File: config.mk
export PLATFORM = sky130hd
export DESIGN_NAME = tcc_timer16
export DESIGN_NICKNAME = d
export VERILOG_FILES = /design/src/verilog/tcc_pkg.sv /design/src/verilog/tcc_edge_sel.sv /design/src/verilog/tcc_timer16.sv
export SDC_FILE = /design/constraint.sdc
export NUM_CORES = 1
export LEC_CHECK = 0
export BUFFER_PORTS_ARGS = -buffer_cell sky130_fd_sc_hd__buf_4
export CAP_MARGIN = 30
export CORE_ASPECT_RATIO = 1.1
export CORE_MARGIN = 2
export CORE_UTILIZATION = 55
export CTS_BUF_LIST = sky130_fd_sc_hd__clkbuf_4 sky130_fd_sc_hd__clkbuf_8
export CTS_CLUSTER_DIAMETER = 50
export DETAILED_ROUTE_END_ITERATION = 8
export PLACE_DENSITY = 0.85
export SYNTH_ARGS = -nofsm -noshare
export SYNTH_HDL_FRONTEND = slang
export SYNTH_HIERARCHICAL = 1
export SYNTH_SLANG_ARGS = --single-unit
File: constraint.sdc
create_clock -name core_clk -period 2.4 [get_ports core_clk]
set_input_delay 0.12 -clock core_clk [delete_from_list [all_inputs] [get_ports core_clk]]
set_output_delay 0.12 -clock core_clk [all_outputs]
set_load 0.01 [all_outputs]
File: src/verilog/tcc_pkg.sv
// Constants and types shared by the 16-bit capture/compare timer.
// How it works
// Register A capture from input B follows edge bits 00 fall, 01 rise, 11 both.
// Software never programs edge pair 10 for either timer input.
// Software loads register A nonzero in clear-on-match mode.
// A zero compare value matches when the count steps 0000H to 0001H.
// Compare value below the count waits for wrap through zero before matching.
// Software ignores capture/compare contents after the timer stops.
// A register in compare mode does not capture on triggers.
// The shared pin is either input B source or timer output, never both.
// Capture wins over a coincident write; the written value is lost.
// Control bit 2 sets B mode; bit 0 sets A mode, bit 1 A trigger.
// Reset clears register B; it is written as a full 16-bit word.
// Register B in compare mode matches the counter every count and requests.
// Register B capture uses input A edge from prescaler bits 5 and 4.
// Reset clears the mode control register; byte or bit writes allowed.
// Counter runs when upper mode bits nonzero; stops cleared when both zero.
// Mode 01 free-run, 10 clear on input A edge, 11 clear on A match.
// Output inverts on compare matches; with mode control bit 1 set also A edges.
// Requests come from matches or capture edges, never while stopped.
// Mode control bit 0 reads 1 after counter overflow.
// A capture trigger copies the counter and raises that register's request.
// Counter increments on the count clock; a read returns the current count.
package tcc_pkg;
	localparam logic [15:0] TCC_ADDR_MODE = 16'hFF60;
	localparam logic [15:0] TCC_ADDR_PRESC = 16'hFF61;
	localparam logic [15:0] TCC_ADDR_CCCTL = 16'hFF62;
	localparam logic [15:0] TCC_ADDR_REGA = 16'hFF12;
	localparam logic [15:0] TCC_ADDR_REGB = 16'hFF14;
	localparam logic [15:0] TCC_ADDR_CNT = 16'hFF16;
	localparam logic [7:0] TCC_RST_BYTE = 8'h00;
	localparam logic [15:0] TCC_RST_WORD = 16'h0000;
	localparam logic [15:0] TCC_CNT_MAX = 16'hFFFF;
	localparam logic [7:0] TCC_MODE_WMASK = 8'h0F;
	localparam logic [7:0] TCC_PRESC_WMASK = 8'hF3;
	localparam logic [7:0] TCC_CCCTL_WMASK = 8'h07;
	localparam int TCC_BIT_OVF = 0;
	localparam int TCC_BIT_INV = 1;
	localparam int TCC_BIT_MODE_LO = 2;
	localparam int TCC_BIT_A_CAP = 0;
	localparam int TCC_BIT_A_SRC = 1;
	localparam int TCC_BIT_B_CAP = 2;
	localparam int TCC_BIT_EDGE_A_LO = 4;
	localparam int TCC_BIT_EDGE_B_LO = 6;
	localparam logic [1:0] TCC_EDGE_FALL = 2'h0;
	localparam logic [1:0] TCC_EDGE_RISE = 2'h1;
	localparam logic [1:0] TCC_EDGE_BOTH = 2'h3;

	typedef enum logic [1:0] {
		TCC_STOP = 2'b00,
		TCC_FREE = 2'b01,
		TCC_CLR_EDGE = 2'b10,
		TCC_CLR_MATCH = 2'b11
	} tcc_mode_t;

	typedef struct packed {
		logic [15:0] addr;
		logic wr;
		logic rd;
		logic wide;
		logic [15:0] wdata;
		logic [7:0] bitMask;
	} tcc_mem_req_t;
endpackage

File: src/verilog/tcc_edge_sel.sv
// Edge detector for one timer input with a two-bit edge selection.
`timescale 1ns/100ps
`default_nettype none
module tcc_edge_sel (
	input wire logic core_clk,
	input wire logic rst_n,
	input wire logic pinIn,
	input wire logic [1:0] edgeSel,
	output logic rise,
	output logic fall,
	output logic valid
);
	logic prev_q;

	always_ff @(posedge core_clk) begin
		if (!rst_n) begin
			prev_q <= 1'b0;
		end else begin
			prev_q <= pinIn;
		end
	end

	assign rise = pinIn & ~prev_q;
	assign fall = ~pinIn & prev_q;
	// Encoding 10 selects no edge at all
	assign valid = (edgeSel == tcc_pkg::TCC_EDGE_FALL) ? fall :
		(edgeSel == tcc_pkg::TCC_EDGE_RISE) ? rise :
		(edgeSel == tcc_pkg::TCC_EDGE_BOTH) ? (rise | fall) : 1'b0;
endmodule
`default_nettype wire

File: src/verilog/tcc_timer16.sv
// 16-bit timer with two capture/compare registers and mode control.
`timescale 1ns/100ps
`default_nettype none
module tcc_timer16 #(
	parameter int CNT_W = 16
) (
	input wire logic core_clk,
	input wire logic rst_n,
	input wire tcc_pkg::tcc_mem_req_t memReq,
	output logic [15:0] memRdata,
	input wire logic countTick,
	input wire logic timer_input_a,
	input wire logic timer_input_b,
	input wire logic pinSelOut,
	output logic timer_output_pin,
	output logic timerOutOe,
	output logic match_irq_a,
	output logic match_irq_b
);
	logic [7:0] modeCtl_q, modeCtl_d;
	logic [7:0] presc_q, presc_d;
	logic [7:0] ccCtl_q, ccCtl_d;
	logic [CNT_W-1:0] capcmpA_q, capcmpA_d;
	logic [CNT_W-1:0] capcmpB_q, capcmpB_d;
	logic [CNT_W-1:0] upCnt_q, upCnt_d;
	logic [15:0] rdata_q;
	logic outFf_q, oe_q, irqA_q, irqB_q;
	tcc_pkg::tcc_mode_t mode;
	logic running, aRise, aFall, aValid, bValid, bRawValid;
	logic aCapSel, aSrcA, bCapSel, invOnEdge;
	logic aCapTrig, bCapTrig, aMatch, bMatch, cntClear, wrap;
	logic hitMode, hitPresc, hitCcCtl, hitA, hitB;
	logic [7:0] modeMerged, prescMerged, ccMerged;
	logic [15:0] rdMux;

	tcc_edge_sel edgeA (
		.core_clk(core_clk),
		.rst_n(rst_n),
		.pinIn(timer_input_a),
		.edgeSel(presc_q[tcc_pkg::TCC_BIT_EDGE_A_LO +: 2]),
		.rise(aRise),
		.fall(aFall),
		.valid(aValid)
	);

	tcc_edge_sel edgeB (
		.core_clk(core_clk),
		.rst_n(rst_n),
		.pinIn(timer_input_b),
		.edgeSel(presc_q[tcc_pkg::TCC_BIT_EDGE_B_LO +: 2]),
		.rise(),
		.fall(),
		.valid(bRawValid)
	);

	// mode pair decode
	assign mode = tcc_pkg::tcc_mode_t'(modeCtl_q[tcc_pkg::TCC_BIT_MODE_LO +: 2]);
	assign running = (mode != tcc_pkg::TCC_STOP);
	// mode and source bits
	assign aCapSel = ccCtl_q[tcc_pkg::TCC_BIT_A_CAP];
	assign aSrcA = ccCtl_q[tcc_pkg::TCC_BIT_A_SRC];
	assign bCapSel = ccCtl_q[tcc_pkg::TCC_BIT_B_CAP];
	assign invOnEdge = modeCtl_q[tcc_pkg::TCC_BIT_INV];
	// pin used as output masks input B
	assign bValid = bRawValid & ~pinSelOut;
	// A from input B; from input A the opposite phase, none for both edges
	assign aCapTrig = running & aCapSel & (aSrcA ?
		((presc_q[tcc_pkg::TCC_BIT_EDGE_A_LO +: 2] == tcc_pkg::TCC_EDGE_FALL) ? aRise :
		(presc_q[tcc_pkg::TCC_BIT_EDGE_A_LO +: 2] == tcc_pkg::TCC_EDGE_RISE) ? aFall : 1'b0)
		: bValid);
	// B capture on input A valid edge
	assign bCapTrig = running & bCapSel & aValid;
	// match on the count leaving the equal value
	assign aMatch = running & countTick & ~aCapSel & (upCnt_q == capcmpA_q);
	// B compared on every count
	assign bMatch = running & countTick & ~bCapSel & (upCnt_q == capcmpB_q);
	assign wrap = running & countTick & (upCnt_q == tcc_pkg::TCC_CNT_MAX);

	always_comb begin
		case (mode)
			tcc_pkg::TCC_STOP: cntClear = 1'b1;
			tcc_pkg::TCC_FREE: cntClear = 1'b0;
			tcc_pkg::TCC_CLR_EDGE: cntClear = aValid;
			tcc_pkg::TCC_CLR_MATCH: cntClear = aMatch;
			default: cntClear = 1'b1;
		endcase
	end

	// stop holds zero; count on tick
	assign upCnt_d = cntClear ? CNT_W'(tcc_pkg::TCC_RST_WORD) :
		(countTick ? upCnt_q + CNT_W'(1) : upCnt_q);

	assign hitMode = (memReq.addr == tcc_pkg::TCC_ADDR_MODE);
	assign hitPresc = (memReq.addr == tcc_pkg::TCC_ADDR_PRESC);
	assign hitCcCtl = (memReq.addr == tcc_pkg::TCC_ADDR_CCCTL);
	assign hitA = (memReq.addr == tcc_pkg::TCC_ADDR_REGA);
	assign hitB = (memReq.addr == tcc_pkg::TCC_ADDR_REGB);

	// byte and single-bit writes through the bit mask
	assign modeMerged = ((modeCtl_q & ~memReq.bitMask) | (memReq.wdata[7:0] & memReq.bitMask))
		& tcc_pkg::TCC_MODE_WMASK;
	assign prescMerged = ((presc_q & ~memReq.bitMask) | (memReq.wdata[7:0] & memReq.bitMask))
		& tcc_pkg::TCC_PRESC_WMASK;
	assign ccMerged = ((ccCtl_q & ~memReq.bitMask) | (memReq.wdata[7:0] & memReq.bitMask))
		& tcc_pkg::TCC_CCCTL_WMASK;

	always_comb begin
		modeCtl_d = modeCtl_q;
		if (memReq.wr && !memReq.wide && hitMode) begin
			modeCtl_d = modeMerged;
		end
		// overflow sets, and wins over a clearing write
		if (wrap) begin
			modeCtl_d[tcc_pkg::TCC_BIT_OVF] = 1'b1;
		end
	end

	assign presc_d = (memReq.wr && !memReq.wide && hitPresc) ? prescMerged : presc_q;
	assign ccCtl_d = (memReq.wr && !memReq.wide && hitCcCtl) ? ccMerged : ccCtl_q;

	// capture copies the count; capture beats a write
	// compare mode never captures
	assign capcmpA_d = aCapTrig ? upCnt_q :
		((memReq.wr && memReq.wide && hitA) ? CNT_W'(memReq.wdata) : capcmpA_q);
	// full-word write only
	assign capcmpB_d = bCapTrig ? upCnt_q :
		((memReq.wr && memReq.wide && hitB) ? CNT_W'(memReq.wdata) : capcmpB_q);

	// Reads of an unmapped address return zero
	always_comb begin
		rdMux = tcc_pkg::TCC_RST_WORD;
		if (hitMode) begin
			rdMux = {8'h00, modeCtl_q};
		end else if (hitPresc) begin
			rdMux = {8'h00, presc_q};
		end else if (hitCcCtl) begin
			rdMux = {8'h00, ccCtl_q};
		end else if (hitA) begin
			rdMux = 16'(capcmpA_q);
		end else if (hitB) begin
			rdMux = 16'(capcmpB_q);
		end else if (memReq.addr == tcc_pkg::TCC_ADDR_CNT) begin
			rdMux = 16'(upCnt_q);
		end
	end

	always_ff @(posedge core_clk) begin
		if (!rst_n) begin
			modeCtl_q <= tcc_pkg::TCC_RST_BYTE;
			presc_q <= tcc_pkg::TCC_RST_BYTE;
			ccCtl_q <= tcc_pkg::TCC_RST_BYTE;
			capcmpA_q <= CNT_W'(tcc_pkg::TCC_RST_WORD);
			capcmpB_q <= CNT_W'(tcc_pkg::TCC_RST_WORD);
			upCnt_q <= CNT_W'(tcc_pkg::TCC_RST_WORD);
		end else begin
			modeCtl_q <= modeCtl_d;
			presc_q <= presc_d;
			ccCtl_q <= ccCtl_d;
			capcmpA_q <= capcmpA_d;
			capcmpB_q <= capcmpB_d;
			upCnt_q <= upCnt_d;
		end
	end

	// Read data holds until the next read strobe
	always_ff @(posedge core_clk) begin
		if (!rst_n) begin
			rdata_q <= tcc_pkg::TCC_RST_WORD;
		end else if (memReq.rd) begin
			rdata_q <= rdMux;
		end
	end

	// requests only while running
	always_ff @(posedge core_clk) begin
		if (!rst_n) begin
			irqA_q <= 1'b0;
			irqB_q <= 1'b0;
		end else begin
			irqA_q <= aMatch | aCapTrig;
			irqB_q <= bMatch | bCapTrig;
		end
	end

	// inversion on matches, plus input A edges when enabled
	always_ff @(posedge core_clk) begin
		if (!rst_n) begin
			outFf_q <= 1'b0;
			oe_q <= 1'b0;
		end else begin
			oe_q <= pinSelOut;
			if (aMatch | bMatch | (running & invOnEdge & aValid)) begin
				outFf_q <= ~outFf_q;
			end
		end
	end

	assign memRdata = rdata_q;
	assign match_irq_a = irqA_q;
	assign match_irq_b = irqB_q;
	assign timer_output_pin = outFf_q;
	// pin driven only in output use
	assign timerOutOe = oe_q;
endmodule
`default_nettype wire

==> impl_metrics.csv, run 1 <==
group,metric,value,unit
status,outcome,"completed",
layout,layout.cells.non_filler,699,
floorplanning,fp.coreArea,8320,um2
floorplanning,chipWidth,92.0,um
min_path,hold_start,"memReq[11]",
pwr,p_sw,0.620,mW
synth,ys_seq_area_frac,0.355,
drt,drc,0,
critical_path,cp.required,2640,ps
layout,final_layout_size_suffix_gt1_frac,0.206,
timing,finalHoldViolCount,0,
drt,via_per_inst,6.29,
floorplanning,die_area,9270,um2
timing,post-route-min-period,2210,ps
pwr,switching_share,0.248,
clock_network,cts_tree,"built",
synth,synth_warnings,6,
placed_design,place_hpwl,9750,um
pwr,ir_worst_vdd,263,uV
synth,synthArstFlopShare,0,
drt,vias,4395,
layout,final_common_cell,"buf_4",
placed_design,place_congestion,0.935,
drt,ant_nets,0,
clock_network,cts_resized,0,
layout,layout_common_cells,"90 x buf_4, 83 x dfxtp_1, 52 x mux2i_1, 36 x xor2_1",
global_route,grt_overflow,0,
synth,syn-num-nets,581,
critical_path,crit_arrival,2440,ps
layout,final_util,0.662,
global_route,grt.total_usage,0.294,
run,cap_violations,0,
pwr,power_density,454,nW/um2
timing,finalSetupViolations,0,
critical_path,critPathLaunchType,"flop",
placed_design,place_inst,681,
clock_network,cts-htree-levels,3,
critical_path,end_kind,"flop",
clock_network,clock-sinks,83,
layout,nets,638,
clock_network,clkTransAtPathRegs,80,ps
synth,ys.flop_type,"dfxtp_1",
pwr,leakage,2.28,nW
critical_path,path_class,"flop to flop",
timing,fmax,453,MHz
floorplanning,start_util,0.563,
timing,period_share,0.921,
floorplanning,rows,35,
timing,fin_skew,9.78,ps
drt,drtPass1Iterations,8,
timing,rsz0062_at_grt,"false",
global_route,grt_max_degree,49,
global_route,grt_pass1_vias,4127,
synth,synthesis.area,4680,um2
synth,synth_cells,527,
layout,syn_to_final_growth,17.5,%
critical_path,worstPathMaxFanout,7,
min_path,hp-class,"primary input to flop",
pwr,p_comb_frac,0.079,
synth,synth_edf_count,0,
timing,setup_tns,0,ps
timing,finalMaxSlewViolations,0,
global_route,grt_pass1_wl,21500,um
synth,synth_area_per_cell,8.89,um2
synth,synth.ff_latch_count,83,
clock_network,cts-root-buf,"clkbuf_8",
timing,worst_pin_slew,778,ps
pwr,p_seq_frac,0.553,
placed_design,numPortBuffers,68,
floorplanning,dieHeight,101,um
pwr,p_clk_frac,0.367,
synth,synthDistinctLibCells,57,
clock_network,numCtsBuffers,9,
floorplanning,io-pin-count,69,
layout,antenna_cells,0,
drt,post_drt_wl_per_cell,19.5,um
timing,maxSlewHeadroom,0.477,
clock_network,clk_path_buf_depth,2,
drt,totalWireLength,13600,um
drt,first_iter_violations,409,
global_route,antenna_found_initial,0,
clock_network,clk_latency,350,ps
timing,holdWs,52.2,ps
pwr,p_int,1.88,mW
[cells by family (layout without fill, tap and decap cells)]
kind of cell	count (synthesis)	after routing	share of synthesized area
buffers and inverters	57	118	0.0548
AO/OA/AOI/OAI	126	126	0.180
XOR/XNOR	47	47	0.0879
flip-flops	83	83	0.355
AND/OR/NAND/NOR	154	154	0.191
adder cells (fa/ha/maj)	5	5	0.0134
multiplexers	55	55	0.118
[Yosys cell counts (3+ instances only)]
cell | instances | area, um2
buf_2 | 9 | 45.0
nor3_1 | 6 | 30.0
mux2i_1 | 52 | 521
nor4_4 | 3 | 63.8
ha_1 | 5 | 62.6
mux2_2 | 3 | 33.8
clkbuf_1 | 34 | 128
a2bb2oi_1 | 9 | 78.8
o21ai_0 | 21 | 105
a211oi_1 | 31 | 233
or4_1 | 3 | 22.5
and2_1 | 7 | 43.8
nor2_1 | 28 | 105
o211ai_1 | 4 | 30.0
a31oi_1 | 5 | 31.3
inv_1 | 9 | 33.8
o21ai_1 | 10 | 50.1
nor4_1 | 8 | 50.1
a21oi_1 | 23 | 115
xnor2_1 | 11 | 96.3
and4_1 | 4 | 35.0
dfxtp_1 | 83 | 1660
a222oi_1 | 4 | 40.0
o22ai_1 | 5 | 31.3
xor2_1 | 36 | 315
nor2b_1 | 6 | 37.5
nand2_1 | 31 | 116
and3_1 | 3 | 18.8
nand4_1 | 12 | 75.1
nand3_1 | 23 | 115
[routing by layer]
layer  global-route usage  part of all wire
met5                    0                 0
met4                0.132             0.025
met3               0.0613             0.083
met2                0.467              0.47
met1                0.388              0.42
[worst max-delay path, stage by stage, from the launching register on]
cell,delay [ps]
dfxtp_1,470
o21a_1,220
nand3_1,70
or4_1,550
o221a_1,280
or4_1,510
[stage by stage]
step / instance area, um2 / power (mW) / worst slack [ps]
floorplan: 4680 / 1.50 / 339
global placement: 5300 / 1.60 / 266
detailed placement: 5300 / 1.60 / 213
CTS: 5510 / 2.49 / 212
global route: 5510 / 2.57 / 102
finish: 5510 / 2.50 / 191
[worst paths after layout]
kind | end | slack, ps | cells past startpoint
setup reg to reg | timer_output_pin | 190 | 5
setup / recovery | timer_output_pin | 190 | 5
hold / removal | flop | 50 | 3
hold reg to reg | memRdata[14] | 450 | 2
[power groups by stage]
| stage | combinational, mW | sequential, mW | clock [mW] |
|---|---|---|---|
| after CTS | 0.195 | 1.38 | 0.917 |
| after detailed placement | 0.190 | 1.41 | 0 |
| after global routing | 0.211 | 1.38 | 0.978 |
| final | 0.198 | 1.38 | 0.917 |
| after floorplan | 0.0803 | 1.42 | 0 |
| after global placement | 0.185 | 1.41 | 0 |
[what timing repair did]
item / in CTS / in global routing
endpoints found under the hold margin: 3 / 0
buffers inserted: 0 / 0
setup endpoints to repair: 0 / 0
hold buffers: 3 / 0
[cell type report]
type                            instances  area, um2
Fill cell                             667       2820
Clock buffer                           11        145
Multi-Input combinational cell        387       2770
Timing Repair Buffer                   94        726
Inverter                                9       33.8
Sequential cell                        83       1660
Tap cell                              111        139
Clock inverter                          4       27.5
No activity file was read; power rests on OpenSTA's default activity.
==> run 2, diff against run 1 <==
--- a/config.mk
+++ b/config.mk
@@ -8,12 +8,11 @@
 export BUFFER_PORTS_ARGS = -buffer_cell sky130_fd_sc_hd__buf_4
 export CAP_MARGIN = 30
 export CORE_ASPECT_RATIO = 1.1
-export CORE_MARGIN = 2
-export CORE_UTILIZATION = 55
+export CORE_UTILIZATION = 54
 export CTS_BUF_LIST = sky130_fd_sc_hd__clkbuf_4 sky130_fd_sc_hd__clkbuf_8
 export CTS_CLUSTER_DIAMETER = 50
 export DETAILED_ROUTE_END_ITERATION = 8
-export PLACE_DENSITY = 0.85
+export PLACE_DENSITY = 0.87
 export SYNTH_ARGS = -nofsm -noshare
 export SYNTH_HDL_FRONTEND = slang
 export SYNTH_HIERARCHICAL = 1
==> constraint.sdc (replaced) <==
create_clock -name core_clk -period 1.9 [get_ports core_clk]
set_input_delay 0.095 -clock core_clk [delete_from_list [all_inputs] [get_ports core_clk]]
set_output_delay 0.095 -clock core_clk [all_outputs]
set_load 0.01 [all_outputs]
==> impl_metrics.csv, run 2 (same netlist as run 1, synthesis figures left out) <==
group,metric,value,unit
status,outcome,"complete, but fails checks",
status,violations,"negative setup slack",
layout,final_layout_size_suffix_gt1_frac,0.341,
floorplanning,io-pin-count,69,
layout,antenna_cells,0,
clock_network,cts_tree,"built",
global_route,grt.total_usage,0.332,
global_route,grt_pass1_vias,4630,
timing,worst_pin_slew,624,ps
placed_design,place_ws,-74.3,ps
clock_network,cts-root-buf,"clkbuf_8",
placed_design,numPortBuffers,68,
placed_design,place_hpwl,10400,um
floorplanning,start_util,0.557,
drt,first_iter_violations,870,
pwr,p_total,3.31,mW
drt,via_per_inst,6.54,
critical_path,cp.required,2140,ps
clock_network,numCtsBuffers,9,
clock_network,cts-htree-levels,3,
layout,nets,689,
min_path,hold_start,"memReq[7]",
layout,fillCellCount,545,
critical_path,crit_arrival,2350,ps
timing,maxSlewHeadroom,0.584,
layout,final_common_cell,"buf_4",
timing,finalHoldViolCount,0,
min_path,hp-class,"primary input to flop",
global_route,grt_overflow,0,
timing,fin_ws,-217,ps
layout,layout_common_cells,"128 x buf_4, 68 x dfxtp_1, 51 x mux2i_1, 35 x xor2_1, 31 x nand2_1",
global_route,antenna_found_initial,0,
clock_network,clk_latency,370,ps
layout,ff_latch_area,1680,um2
pwr,ir_worst_vdd,366,uV
critical_path,path_class,"flop to flop",
clock_network,clk_path_buf_depth,2,
placed_design,placedInstanceArea,5690,um2
timing,fmax,472,MHz
layout,syn_to_final_growth,32.2,%
global_route,grt_pass1_wl,23500,um
critical_path,r2r_slack,-220,ps
critical_path,critPathLaunchType,"flop",
pwr,leakage,2.65,nW
drt,drc,0,
pwr,power_density,534,nW/um2
run,cap_violations,0,
critical_path,end_kind,"flop",
min_path,hold_depth,3,
drt,vias,4915,
timing,finalSetupViolations,23,
floorplanning,rows,35,
layout,final_area,6190,um2
floorplanning,fp.coreArea,8410,um2
timing,finalMaxSlewViolations,0,
critical_path,worstPathMaxFanout,9,
clock_network,clkTransAtPathRegs,90,ps
critical_path,r2r-start,"upCnt_q[3]",
floorplanning,dieHeight,99.7,um
drt,drtPass1Iterations,9,
drt,ant_nets,0,
drt,totalWireLength,16100,um
drt,post_drt_wl_per_cell,21.5,um
timing,post-route-min-period,2120,ps
floorplanning,die_area,9050,um2
critical_path,reg2reg_depth,6,
layout,multi_input_area,2950,um2
floorplanning,chipWidth,90.8,um
timing,holdWs,14.2,ps
critical_path,r2r_end,"timer_output_pin",
global_route,grt_max_degree,41,
placed_design,place_congestion,0.940,
clock_network,clock-sinks,83,
timing,fin_skew,18.1,ps
timing,period_share,1.11,
timing,rsz0062_at_grt,"true",
run 2: cell count changes in the layout (fill, tap and decap cells not counted), moves of 3 or more:
cell      delta
dfxtp_1     -15
buf_6        +7
clkinv_4     +3
buf_4       +38
nor2_1       -9
nor4_1       -3
nor2_2       +9
buf_12       +3
dfxtp_2     +15
a211oi_1     -9
a211oi_2     +9
run 2: timing repair:
| item | in CTS | in global routing |
|---|---|---|
| gates cloned | 0 | 2 |
| hold buffers | 4 | 0 |
| gates resized for setup | 10 | 49 |
| setup buffers | 0 | 2 |
| endpoints found under the setup margin | 17 | 49 |
| hold endpoints to repair | 4 | 0 |
| pin swaps | 5 | 7 |
run 2: final cells by class:
class                      instances  area share
multi-input combinational        387       0.476
tap                              111      0.0224
sequential                        83       0.271
timing repair buffer             145       0.193
clock inverter                     4     0.00546
inverter                           9     0.00546
clock buffer                      12      0.0267
run 2: worst max path at each step:
| stage | to | cells after the start | from |
|---|---|---|---|
| after floorplan | timer_output_pin | 5 | upCnt_q[12] |
| after global placement | timer_output_pin | 6 | upCnt_q[0] |
| after detailed placement | timer_output_pin | 7 | edgeA/prev_q |
| after CTS | timer_output_pin | 6 | capcmpA_q[7] |
| after global routing | timer_output_pin | 6 | upCnt_q[3] |
| final | timer_output_pin | 6 | upCnt_q[3] |
run 2: where the power goes:
part           internal [mW]  switching [mW]  leakage (nW)
clock                  0.589           0.684        0.0988
combinational          0.128           0.158          1.88
sequential              1.74         0.00353         0.677
run 2: routing by layer:
metal / wire, um / GRT usage / vias up
li1: - / - / 2149
met1: 6110 / 0.414 / 2304
met2: 7490 / 0.536 / 359
met3: 1640 / 0.0711 / 103
met4: 904 / 0.186 / 0
met5: 0 / 0 / -
run 2: worst max-delay path: stages (launching register included):
cell and delay, ps:
dfxtp_2 340, buf_6 140, xor2_1 160, nor4_1 440
nand3_1 200, o221a_1 250, or4_1 480
run 2: through the flow:
stage	cells	TNS [ps]	util
floorplan	527	-164	-
global placement	727	-178	0.677
detailed placement	727	-1260	0.677
CTS	747	0	0.710
global route	751	-1410	0.736
finish	751	-827	0.736
==> run 3, diff against run 2 <==
--- a/config.mk
+++ b/config.mk
@@ -12,6 +12,7 @@
 export CTS_BUF_LIST = sky130_fd_sc_hd__clkbuf_4 sky130_fd_sc_hd__clkbuf_8
 export CTS_CLUSTER_DIAMETER = 50
 export DETAILED_ROUTE_END_ITERATION = 8
+export GPL_TIMING_DRIVEN = 0
 export PLACE_DENSITY = 0.87
 export SYNTH_ARGS = -nofsm -noshare
 export SYNTH_HDL_FRONTEND = slang
==> impl_metrics.csv, run 3 (same netlist as run 1, synthesis figures left out) <==
group,metric,value,unit
global_route,grt_pass1_wl,23300,um
clock_network,clk_latency,370,ps
placed_design,placedInstanceArea,5350,um2
clock_network,cts_tree,"built",
floorplanning,die_area,9050,um2
timing,finalHoldViolCount,0,
layout,final_layout_size_suffix_gt1_frac,0.371,
floorplanning,dieHeight,99.7,um
timing,worst_pin_slew,1170,ps
timing,fin_ws,-399,ps
layout,final_common_cell,"buf_4",
run,cap_violations,0,
drt,via_per_inst,6.76,
layout,final_area,6370,um2
placed_design,place_hpwl,10200,um
critical_path,endpoint,"timer_output_pin",
status,outcome,"complete, but fails checks",
timing,fmax,435,MHz
timing,setup_tns,-2690,ps
pwr,leakage,2.60,nW
pwr,p_seq_frac,0.513,
layout,syn_to_final_growth,35.9,%
timing,finalSetupViolations,34,
clock_network,cts-root-buf,"clkbuf_8",
drt,drc,0,
floorplanning,start_util,0.557,
placed_design,numPortBuffers,66,
floorplanning,fp.coreArea,8410,um2
clock_network,clk_path_buf_depth,2,
critical_path,r2r-start,"upCnt_q[10]",
global_route,grt.total_usage,0.333,
critical_path,end_kind,"flop",
critical_path,r2r_slack,-400,ps
drt,drtPass1Iterations,6,
global_route,grt_overflow,0,
critical_path,worstPathMaxFanout,7,
timing,rsz0062_at_grt,"true",
floorplanning,io-pin-count,69,
critical_path,r2r_end,"timer_output_pin",
clock_network,numCtsBuffers,9,
critical_path,startpoint,"upCnt_q[10]",
floorplanning,chipWidth,90.8,um
pwr,switching_share,0.245,
critical_path,crit_arrival,2540,ps
global_route,grt_pass1_vias,4507,
global_route,antenna_found_initial,0,
layout,nets,681,
timing,post-route-min-period,2300,ps
drt,totalWireLength,17100,um
timing,maxSlewHeadroom,0.211,
drt,first_iter_violations,694,
placed_design,place_congestion,0.941,
pwr,p_clk_frac,0.401,
min_path,hp-class,"primary input to flop",
critical_path,cp.required,2140,ps
clock_network,cts-htree-levels,3,
timing,finalMaxSlewViolations,0,
pwr,power_density,533,nW/um2
critical_path,path_class,"flop to flop",
pwr,ir_worst_vdd,309,uV
pwr,p_sw,0.833,mW
global_route,grt_max_degree,13,
status,violations,"negative setup slack",
timing,period_share,1.21,
critical_path,critPathLaunchType,"flop",
pwr,p_comb_frac,0.085,
critical_path,reg2reg_depth,5,
floorplanning,rows,35,
timing,fin_skew,14.5,ps
layout,final_util,0.757,
clock_network,clock-sinks,83,
layout,antenna_cells,0,
clock_network,clkTransAtPathRegs,90,ps
drt,ant_nets,0,
drt,vias,5013,
pwr,p_int,2.56,mW
layout,layout_common_cells,"96 x buf_4, 63 x dfxtp_1, 49 x mux2i_1, 34 x xor2_1, 31 x nand2_1",
drt,post_drt_wl_per_cell,23.1,um
placed_design,place_ws,-700,ps
[run 3: cell count changes in the layout (fill, tap and decap cells not counted), moves of 7 or more]
| cell | change |
|---|---|
| clkbuf_1 | +14 |
| nor2_1 | -7 |
| nor2_4 | +14 |
| nor2_2 | -7 |
| buf_4 | -32 |
| a211oi_2 | +19 |
| a211oi_1 | -19 |
[run 3: worst min-delay path by stage]
stage,start,to,slack [ps],cells past startpoint
floorplan,timer_input_a,edgeA/prev_q,220,1
CTS,memReq[11],flop,3,3
finish,memReq[16],capcmpA_q[8],4,3
global placement,pinSelOut,timerOutOe,320,2
global route,memReq[11],flop,20,3
detailed placement,pinSelOut,timerOutOe,320,2
[run 3: power by group through the flow]
| stage | Combinational (mW) | Sequential [mW] | Clock (mW) |
|---|---|---|---|
| floorplan | 0.101 | 1.79 | 0 |
| global placement | 0.238 | 1.79 | 0 |
| detailed placement | 0.243 | 1.79 | 0 |
| CTS | 0.255 | 1.75 | 1.33 |
| global route | 0.304 | 1.74 | 1.43 |
| finish | 0.289 | 1.74 | 1.36 |
[run 3: critical path, cell delays in order (launching register included)]
cell and delay, ps:
dfxtp_4 390, xor2_1 230, nor4_1 510, nand3_1 280
o221a_1 280, or4_1 480
[run 3: repair_timing]
item	CTS	global route
gates cloned	2	2
endpoints found under the hold margin	3	0
resized for setup	64	90
pin swaps	7	21
hold buffers	3	0
endpoints found under the setup margin	53	66
buffers inserted	12	19
[run 3: per-layer routing]
metal | track usage | up-vias | wire, um
li1 | - | 2125 | -
met1 | 0.404 | 2333 | 6150
met2 | 0.544 | 427 | 8070
met3 | 0.0627 | 128 | 1690
met4 | 0.215 | 0 | 1230
met5 | 0 | - | 0
[run 3: metrics by stage]
stage               hold slack [ps]  power [mW]  cells
finish                         3.50        3.39    742
CTS                            3.03        3.33    724
global route                   19.6        3.47    742
global placement                316        2.02    704
detailed placement              317        2.03    704
floorplan                       217        1.89    527
[run 3: layout make-up]
type                            count  area [um2]
Inverter                            9        33.8
Clock inverter                      2        35.0
Clock buffer                       13         166
Multi-Input combinational cell    387        3190
Sequential cell                    83        1690
Tap cell                          111         139
Buffer                             33         263
Timing Repair Buffer              104         842
Fill cell                         547        2040
